`src/rtl/ffuse_pkg.sv`:
```
/*
 * Package for the flash parameter and fuse mirror block: register offsets,
 * field positions, reset and default values, enumerations and carrier types.
 * Assumes a single 100 MHz clock domain and a plain register port.
 */
package ffuse_pkg;

	// ==========================================================
	// Register map
	localparam logic [7:0] FFUSE_OFS_GEOMETRY = 8'h0C;
	localparam logic [7:0] FFUSE_OFS_REVISION = 8'h10;
	localparam logic [7:0] FFUSE_OFS_BANK_HI  = 8'h14;
	localparam logic [7:0] FFUSE_OFS_BANK_LO  = 8'h18;
	localparam logic [7:0] FFUSE_OFS_CTRL     = 8'h1C;
	localparam logic [7:0] FFUSE_OFS_DECODE   = 8'h20;

	// ==========================================================
	// Field positions
	localparam int FFUSE_CAP_LSB      = 0;
	localparam int FFUSE_PAGE_LSB     = 8;
	localparam int FFUSE_VARIANT_LSB  = 16;
	localparam int FFUSE_BROWNOUT_ENABLE_FUSE_LSB    = 30;
	localparam int FFUSE_BROWNOUT_HYSTERESIS_FUSE_BIT  = 29;
	localparam int FFUSE_BODLVL_HI    = 28;
	localparam int FFUSE_BODLVL_LO    = 24;
	localparam int FFUSE_BODLVL0_BIT  = 23;
	localparam int FFUSE_USER_PAGE_PROTECT_FUSE_BIT    = 22;
	localparam int FFUSE_SEC_LSB      = 20;
	localparam int FFUSE_BOOT_LSB     = 17;
	localparam int FFUSE_FETCH_BIT    = 16;
	localparam int FFUSE_LOCK_LSB     = 0;

	// ==========================================================
	// Values
	localparam logic [31:0] FFUSE_LO_SHIPPED = 32'hE07F_FFFF;
	localparam logic [31:0] FFUSE_LO_ERASED  = 32'h0FFF_FFFF;
	localparam logic [31:0] FFUSE_HI_UNUSED  = 32'hFFFF_FFFF;
	localparam logic [31:0] FFUSE_RD_UNMAPPED = 32'h0000_0000;
	localparam logic [3:0]  FFUSE_CAP_RSVD   = 4'hF;
	localparam logic [3:0]  FFUSE_VARIANT    = 4'h0;
	localparam logic [3:0]  FFUSE_PAGE_MAX   = 4'h7;
	localparam logic [5:0]  FFUSE_BODLVL_MIN = 6'h00;

	// ==========================================================
	// Types
	typedef enum logic [1:0] {
		FFUSE_BOD_OFF_A   = 2'b00,
		FFUSE_BOD_RESET   = 2'b01,
		FFUSE_BOD_NORESET = 2'b10,
		FFUSE_BOD_OFF_B   = 2'b11
	} ffuse_brownout_enable_fuse_e;

	typedef enum logic [1:0] {
		FFUSE_ST_LOAD = 2'b00,
		FFUSE_ST_RUN  = 2'b01,
		FFUSE_ST_ERASE = 2'b11
	} ffuse_state_e;

	typedef struct packed {
		ffuse_brownout_enable_fuse_e brownout_enable_fuse;
		logic         bod_hyst;
		logic [5:0]   bod_level;
		logic         user_prot;
		logic [1:0]   security;
		logic [2:0]   boot_prot;
		logic         fetch_lock;
		logic [15:0]  region_lock;
	} ffuse_fields_s;

	typedef struct packed {
		logic        bod_on;
		logic        bod_rst;
		logic        bod_hyst;
		logic [5:0]  bod_level;
		logic        boot_prot_on;
		logic        fetch_locked;
		logic        any_region_locked;
	} ffuse_decode_s;

endpackage : ffuse_pkg

```
`src/rtl/ffuse_regs.sv`:
```
/*
 * Flash parameter, revision and fuse mirror registers.
 * Assumes fuse contents come from nonvolatile storage on FUSE_STORE and
 * that chip erase over a debug link arrives as a synchronous pulse.
 */
// Chosen here: strobed register access.
`timescale 1ns/1ps
module ffuse_regs
	import ffuse_pkg::*;
#(
	parameter logic [3:0]  PAGE_CODE = 4'h4,
	parameter logic [3:0]  CAP_CODE  = 4'h9,
	parameter logic [11:0] VERSION   = 12'h120, // Arbitrary value
	parameter logic [31:0] FUSE_INIT = FFUSE_LO_SHIPPED
)(
	// Clock and reset
	input  wire logic          CLK,
	input  wire logic          SRST,
	// Register port
	input  wire logic [7:0]    ADDR,
	input  wire logic [31:0]   WDATA,
	input  wire logic          WR,
	input  wire logic          RD,
	output logic      [31:0]   RDATA,
	// Nonvolatile side
	input  wire logic [31:0]   FUSE_STORE,
	input  wire logic          CHIP_ERASE,
	// User page stage and load
	input  wire logic [31:0]   USER_PAGE_WORD,
	output logic      [31:0]   USER_PAGE_LIVE,
	// Decoded settings
	output ffuse_decode_s      FUSE_SETTINGS
);

	// ==========================================================
	// Elaboration checks
	if (PAGE_CODE > FFUSE_PAGE_MAX) begin : g_bad_page
		$error("page code out of range");
	end
	if (CAP_CODE == FFUSE_CAP_RSVD) begin : g_bad_cap
		$error("capacity code reserved");
	end

	// ==========================================================
	// State
	ffuse_state_e  state_q;
	logic [31:0]   bank_lo_q;
	logic [31:0]   user_live_q;
	logic [31:0]   rdata_q;
	logic [31:0]   geom_w;
	logic [31:0]   rev_w;
	logic [31:0]   ctrl_w;
	logic [31:0]   decode_w;
	ffuse_fields_s fields_w;
	ffuse_decode_s dec_w;

	// Fuse mirror: load once after reset, erase on demand
	always_ff @(posedge CLK) begin
		if (SRST) begin
			state_q   <= FFUSE_ST_LOAD;
			bank_lo_q <= FUSE_INIT;
		end else begin
			case (state_q)
				FFUSE_ST_LOAD: begin
					// An erase in the load cycle must not be lost behind the load
					if (CHIP_ERASE) begin
						bank_lo_q <= FFUSE_LO_ERASED;
						state_q   <= FFUSE_ST_ERASE;
					end else begin
						bank_lo_q <= FUSE_STORE;
						state_q   <= FFUSE_ST_RUN;
					end
				end
				FFUSE_ST_RUN: begin
					if (CHIP_ERASE) begin
						bank_lo_q <= FFUSE_LO_ERASED;
						state_q   <= FFUSE_ST_ERASE;
					end
				end
				FFUSE_ST_ERASE: begin
					// Erased image holds until the next chip reset
					bank_lo_q <= FFUSE_LO_ERASED;
				end
				default: begin
					state_q <= FFUSE_ST_LOAD;
				end
			endcase
		end
	end

	// User page word only reaches consumers at reset release
	always_ff @(posedge CLK) begin
		if (SRST) begin
			user_live_q <= 32'hFFFF_FFFF;
		end else if (state_q == FFUSE_ST_LOAD) begin
			user_live_q <= USER_PAGE_WORD;
		end
	end

	// ==========================================================
	// Decode
	ffuse_decode i_ffuse_decode (
		.bank   (bank_lo_q),
		.fields (fields_w),
		.dec    (dec_w)
	);

	// ==========================================================
	// Read views
	always_comb begin
		geom_w = 32'h0000_0000;
		geom_w[FFUSE_PAGE_LSB +: 3] = PAGE_CODE[2:0];
		geom_w[FFUSE_CAP_LSB +: 4]  = CAP_CODE;
		rev_w = 32'h0000_0000;
		rev_w[11:0] = VERSION;
		rev_w[FFUSE_VARIANT_LSB +: 4] = FFUSE_VARIANT;
		ctrl_w = 32'h0000_0000;
		ctrl_w[1:0] = state_q;
		decode_w = {20'h0_0000, dec_w};
	end

	// Read data one cycle after the strobe; writes are ignored
	always_ff @(posedge CLK) begin
		if (SRST) begin
			rdata_q <= 32'h0000_0000;
		end else if (RD) begin
			case (ADDR)
				FFUSE_OFS_GEOMETRY: rdata_q <= geom_w;
				FFUSE_OFS_REVISION: rdata_q <= rev_w;
				FFUSE_OFS_BANK_HI:  rdata_q <= FFUSE_HI_UNUSED;
				FFUSE_OFS_BANK_LO:  rdata_q <= bank_lo_q;
				FFUSE_OFS_CTRL:     rdata_q <= ctrl_w;
				FFUSE_OFS_DECODE:   rdata_q <= decode_w;
				default:            rdata_q <= FFUSE_RD_UNMAPPED;
			endcase
		end else begin
			rdata_q <= 32'h0000_0000;
		end
	end

	// WR and WDATA reach no storage at all
	logic unused_w;
	assign unused_w = WR ^ (^WDATA);

	assign RDATA          = rdata_q;
	assign USER_PAGE_LIVE = user_live_q;
	assign FUSE_SETTINGS  = dec_w;

endmodule : ffuse_regs

```
`src/rtl/ffuse_decode.sv`:
```
/*
 * Splits the lower fuse bank into its named fields and decodes the
 * settings that other modules consume. Purely combinational.
 * Assumes the bank value is already held in flip-flops upstream.
 */
`timescale 1ns/1ps
module ffuse_decode
	import ffuse_pkg::*;
(
	// Fuse bank
	input  wire logic [31:0]  bank,
	// Decoded view
	output ffuse_fields_s     fields,
	output ffuse_decode_s     dec
);

	// ==========================================================
	// Field split
	always_comb begin
		fields.brownout_enable_fuse       = ffuse_brownout_enable_fuse_e'(bank[FFUSE_BROWNOUT_ENABLE_FUSE_LSB +: 2]);
		fields.bod_hyst    = bank[FFUSE_BROWNOUT_HYSTERESIS_FUSE_BIT];
		fields.bod_level   = {bank[FFUSE_BODLVL_HI:FFUSE_BODLVL_LO],
			bank[FFUSE_BODLVL0_BIT]};
		fields.user_prot   = bank[FFUSE_USER_PAGE_PROTECT_FUSE_BIT];
		fields.security    = bank[FFUSE_SEC_LSB +: 2];
		fields.boot_prot   = bank[FFUSE_BOOT_LSB +: 3];
		fields.fetch_lock  = bank[FFUSE_FETCH_BIT];
		fields.region_lock = bank[FFUSE_LOCK_LSB +: 16];
	end

	// ==========================================================
	// Settings decode
	always_comb begin
		case (fields.brownout_enable_fuse)
			FFUSE_BOD_RESET: begin
				dec.bod_on  = 1'b1;
				dec.bod_rst = 1'b1;
			end
			FFUSE_BOD_NORESET: begin
				dec.bod_on  = 1'b1;
				dec.bod_rst = 1'b0;
			end
			default: begin
				dec.bod_on  = 1'b0;
				dec.bod_rst = 1'b0;
			end
		endcase
		dec.bod_hyst          = fields.bod_hyst;
		// Minimum code sits below power-on reset, so it never fires
		dec.bod_level         = fields.bod_level;
		dec.boot_prot_on      = (fields.boot_prot != 3'b111);
		dec.fetch_locked      = ~fields.fetch_lock;
		dec.any_region_locked = ~(&fields.region_lock);
	end

endmodule : ffuse_decode

```
`config.mk`:
```
export PLATFORM = sky130hd
export DESIGN_NAME = ffuse_regs
export DESIGN_NICKNAME = d
export VERILOG_FILES = /design/src/rtl/ffuse_pkg.sv /design/src/rtl/ffuse_regs.sv /design/src/rtl/ffuse_decode.sv
export SDC_FILE = /design/constraint.sdc
export NUM_CORES = 1
export LEC_CHECK = 0
export BUFFER_PORTS_ARGS = -buffer_cell sky130_fd_sc_hd__buf_4
export CORE_ASPECT_RATIO = 0.7
export CORE_MARGIN = 1
export CORE_UTILIZATION = 41
export DETAILED_ROUTE_END_ITERATION = 10
export GPL_TIMING_DRIVEN = 0
export HOLD_SLACK_MARGIN = 0.08
export PLACE_DENSITY_LB_ADDON = 0.3
export SLEW_MARGIN = 15
export SYNTH_ARGS = -nofsm -noshare
export SYNTH_HDL_FRONTEND = slang
export SYNTH_HIERARCHICAL = 1
export SYNTH_SLANG_ARGS = --single-unit
export TNS_END_PERCENT = 20
```
`constraint.sdc`:
```
create_clock -name CLK -period 1.9 [get_ports CLK]
set_clock_uncertainty 0.05 [all_clocks]
set_input_delay 0.57 -clock CLK [delete_from_list [all_inputs] [get_ports CLK]]
set_output_delay 0.57 -clock CLK [all_outputs]
set_load 0.02 [all_outputs]
```
==> flow_summary.toml, run 1 <==
[status]
outcome = "finished, violations left"
violations = "negative setup slack"

[synthesis]
synthCells = 371
avgSynthCellArea_sq_um = 9.720
yosys_warnings = 6
syn_nets = 481
syn_area_sq_um = 3606

[die]
io_pins = 185
core_sq_um = 8478
num_rows = 28
dieArea_sq_um = 9180
die_w_um = 114.1
die_y_um = 80.47
start_util_pct = 42.53

[cts]
htreeDepth = 3
cts_tree = "done"
cts.path.max_buffers = 2
cts.clk_slew.worst_paths_ns = 0.07
numCtsBuffers = 9
clockRootBuffer = "clkbuf_16"
clk_latency_ns = 0.33
cts.sink_count = 98

[global_route]
grt_use_total_pct = 22.97
grt_pass1_wl_mm = 16.00
grt_max_degree = 16
grt-ovfl-total = 0
antenna_found_initial = 0
first_global_vias = 3173

[sta]
setup_viol = 1
worst_slack_ns = -0.2209
rsz0062_at_grt = "yes"
post-route-min-period_ns = 2.121
slew_headroom_pct = 67.86
hold_violations = 0
tightest_slew_ns = 0.4784
min_period_over_period_pct = 111.6
drv_slew = 0
fmax_mhz = 471.5

[detailed_routing]
drtIter0Drc = 223
first_pass_iters = 4
vias = 3318
drc = 0
wirelength_mm = 10.40
ant_nets = 0
vias_per_cell = 5.020
post_drt_wl_per_cell_um = 15.73

[worst_setup_path]
crit_type = "flop to primary output"
cp-end-kind = "primary output"
crit_arrival_ns = 1.50
path_cells = "nand4_1 > or4_4 > buf_6"
cp_top_family = "simple AND/OR/NAND/NOR gates"
slowest_stage = "or4_4"
r2r-end = "bank_lo_q[23]"
critPathMaxStageDelay_ns = 0.57
cp_num_buf_inv = 1
crit_fanout = 3
cp.depth = 3
rrSetupSlack_ns = 0.11
reg2regPathDepth = 5
r2r_start = "state_q[0]"
start_kind = "flop"
critPathRequiredTime_ns = 1.28

[power_and_ir_drop]
swShare_pct = 25.85
power_frac_seq_pct = 47.0
p_per_area_nw_per_um2 = 894.8
power_switching_mw = 1.230
p_leak_nw = 2.232
combPwrFrac_pct = 17.1
ir_drop_v = 0.0004896
internal_power_mw = 3.528
clkPwrFrac_pct = 35.8
power_mw = 4.758

[place]
place_ws_ns = -0.3492
hpwl_mm = 7.686
place.port_buffers = 149
place_area_sq_um = 4928
place.gp.congestion = 0.8780
dp_cells = 640

[layout]
antenna_cells = 0
areaGrowthSynthToFinish_pct = 47.47
nets = 646
fin_area_sq_um = 5318
final_util_pct = 62.72
instances_no_fill = 661
layout-drive-gt1-share_pct = 40.67

[min_path]
min_from = "USER_PAGE_WORD[16]"
hold_class = "input pin to flop"
whs_path_depth = 2
hold_end = "USER_PAGE_LIVE[16]"

[run]
drv_cap = 0
routing by layer:
metal	up-vias	part of all wire, %	GRT usage [%]
met5	-	0	0
met2	110	45	35.03
met3	6	7.1	6.792
met1	1564	47	31.29
li1	1638	-	-
met4	0	0.83	6.623
state kept, by name (all words and copies together), names as in the netlist:
| register | flops |
|---|---|
| USER_PAGE_LIVE | 32 |
| state_q | 2 |
| bank_lo_q | 32 |
| RDATA | 32 |
through the flow:
step	setup TNS (ns)	hold WS [ns]
floorplan	-0.5114	0.3858
finish	-0.2209	0.3828
global placement	-19.35	0.3929
global route	-0.6445	0.3665
CTS	-0.2189	0.3700
detailed placement	-20.37	0.4186
worst max-delay path by stage:
stage	to	from	slack, ns
finish	FUSE_SETTINGS[0]	bank_lo_q[15]	-0.22
global route	FUSE_SETTINGS[0]	bank_lo_q[0]	-0.26
CTS	FUSE_SETTINGS[0]	bank_lo_q[3]	-0.22
detailed placement	bank_lo_q[23]	CHIP_ERASE	-0.35
global placement	RDATA[24]	ADDR[1]	-0.34
floorplan	RDATA[12]	ADDR[1]	-0.02
timing repair:
| action | 4_1_cts | 5_1_grt |
|---|---|---|
| setup buffers | 5 | 0 |
| gates resized for setup | 21 | 17 |
| endpoints found under the setup margin | 52 | 45 |
| pin swaps | 3 | 4 |
| hold buffers | 0 | 0 |
area by class of cell:
type / instances / area [sq um]
buffer: 37 / 227.7
clock buffer: 12 / 256.5
clock inverter: 4 / 26.28
fill: 758 / 3161
inverter: 5 / 18.77
multi-input combinational: 231 / 1499
sequential: 98 / 1979
tap: 120 / 150.1
timing repair buffer: 154 / 1160
power groups by stage:
stage / clock network [mW] / logic (mW) / registers (mW)
6_report: 1.71 / 0.815 / 2.24
5_1_grt: 1.83 / 0.878 / 2.25
4_1_cts: 1.74 / 0.810 / 2.23
3_5_place_dp: 0 / 0.788 / 2.28
3_3_place_gp: 0 / 0.773 / 2.27
2_1_floorplan: 0 / 0.356 / 2.34
cell usage in the layout (no fill, tap or decap), types with 2 or more instances in the layout:
cell type  count
buf_4        166
dfxtp_1       84
nor2b_1       34
a211o_1       32
a21oi_1       28
nand2_1       26
nand2b_1      24
o22ai_1       23
nor2_1        15
dfxtp_2       14
clkbuf_1      13
clkbuf_16      9
a22oi_1        8
nor3_1         7
buf_6          5
clkbuf_2       4
buf_2          4
inv_1          4
nand4_1        4
a221o_1        3
nor2_4         2
or4_4          2
a221oi_1       2
a31oi_1        2
o211ai_1       2
nand3_1        2
clkinv_2       2
clkbuf_8       2
(Power assumes the default switching activity.)
==> run 2, diff against run 1 <==
==> constraint.sdc (replaced) <==
create_clock -name CLK -period 1.9 [get_ports CLK]
set_clock_uncertainty 0.05 [all_clocks]
set_input_delay 0.19 -clock CLK [delete_from_list [all_inputs] [get_ports CLK]]
set_output_delay 0.19 -clock CLK [all_outputs]
set_load 0.02 [all_outputs]
==> run 2 against run 1 <==
  * Highest routed layer unchanged
  * The run now ends clean
  * Cell count rose by 8.0%
  * Register-to-register slack barely moved
  * Sequential share of layout area fell by 3.3 points
  * Via count rose by 10%
  * Critical path depth did not move
  * Setup slack improved by 0.31 ns
  * Count of clock-buffer cells in the layout fell by 1
  * Critical path type unchanged
  * Clock power barely moved
==> flow_summary.toml, run 2 (synthesis gave the netlist of run 1 again) <==
[status]
outcome = "finished, final reports clean"

[sta]
fmax_mhz = 552.6
slew_headroom_pct = 66.78
tightest_slew_ns = 0.4983
tns_ns = 0
whs_ns = 0.08337
min_period_over_period_pct = 95.25
drv_slew = 0
setup_viol = 0
rsz0062_at_grt = "yes"
worst_slack_ns = 0.09029
hold_violations = 0
post-route-min-period_ns = 1.810

[layout]
areaGrowthSynthToFinish_pct = 60.41
nFillCells = 685
final_util_pct = 68.23
layout-drive-gt1-share_pct = 32.66
fin_area_sq_um = 5784
nets = 701
antenna_cells = 0
regArea_sq_um = 1963
final_cell_mix = "buf_4, dfxtp_1, dlygate4sd3_1, nor2b_1, a211o_1"
multi_input_comb_area_sq_um = 1464
instances_no_fill = 714
final_common_cell = "buf_4"

[cts]
cts.sink_count = 98
cts_tree = "done"
cts.clk_slew.worst_paths_ns = 0.06
clk_latency_ns = 0.33
clockRootBuffer = "clkbuf_16"
numCtsBuffers = 9
cts.path.max_buffers = 2
htreeDepth = 3

[min_path]
min_from = "FUSE_STORE[25]"
hold_class = "input pin to flop"

[global_route]
grt_use_total_pct = 23.86
antenna_found_initial = 0
grt-ovfl-total = 0
first_global_vias = 3337
grt_max_degree = 15
grt_pass1_wl_mm = 16.70

[die]
start_util_pct = 42.53
die_w_um = 114.1
num_rows = 28
io_pins = 185
core_sq_um = 8478
dieArea_sq_um = 9180
die_y_um = 80.47

[run]
drv_cap = 0

[detailed_routing]
vias = 3650
drc = 0
ant_nets = 0
wirelength_mm = 11.15
drtIter0Drc = 268
vias_per_cell = 5.112
post_drt_wl_per_cell_um = 15.62
first_pass_iters = 5

[worst_setup_path]
rrSetupSlack_ns = 0.12
critPathRequiredTime_ns = 1.66
crit_type = "flop to primary output"
cp-end-kind = "primary output"
crit_arrival_ns = 1.57
crit_start = "bank_lo_q[9]"
crit_fanout = 3
start_kind = "flop"
r2r_start = "state_q[0]"

[power_and_ir_drop]
power_mw = 4.868
power_switching_mw = 1.225
p_per_area_nw_per_um2 = 841.5
ir_drop_v = 0.0005435
internal_power_mw = 3.642
swShare_pct = 25.17
clkPwrFrac_pct = 35.4
combPwrFrac_pct = 18.5
p_leak_nw = 2.444
power_frac_seq_pct = 46.0

[place]
hpwl_mm = 7.758
place_ws_ns = -0.2363
dp_cells = 640
place.gp.congestion = 0.8923
place_area_sq_um = 4875
place.port_buffers = 149
[run 2: metal layers]
layer | GRT usage [%] | part of all wire [%]
met5 | 0 | 0
met4 | 5.714 | 0.98
met2 | 37.70 | 45
met1 | 31.98 | 46
met3 | 7.019 | 8.0
[run 2: area by class of cell]
type	count	share of cell area, %
multi-input cells	231	25.31
repair buffers	209	29.72
well taps	120	2.596
clock inverters	3	0.7355
flip-flops and latches	98	33.94
plain buffers	37	3.353
clock buffers	11	4.023
inverters	5	0.3245
[run 2: repair_timing]
action	CTS	global route
setup buffers	0	0
pin swaps	0	0
hold buffers	60	0
endpoints found under the setup margin	50	29
resized for setup	6	12
hold endpoints to repair	60	0
[run 2: critical path: stages (launching register included)]
cell	delay [ns]
dfxtp_1	0.37
nand4_1	0.12
or4_4	0.57
buf_4	0.18
[run 2: power groups by stage]
stage | combinational [mW] | sequential (mW) | clock [mW]
finish | 0.902 | 2.24 | 1.73
global route | 0.967 | 2.25 | 1.85
CTS | 0.886 | 2.23 | 1.77
detailed placement | 0.781 | 2.28 | 0
global placement | 0.764 | 2.27 | 0
floorplan | 0.350 | 2.34 | 0
[run 2: final timing paths]
check / endpoint / depth (start not counted)
worst min register to register: RDATA[20] / 2
worst min-delay path: bank_lo_q[25] / 3
worst max-delay path: FUSE_SETTINGS[0] / 3
worst max register to register: bank_lo_q[27] / 5
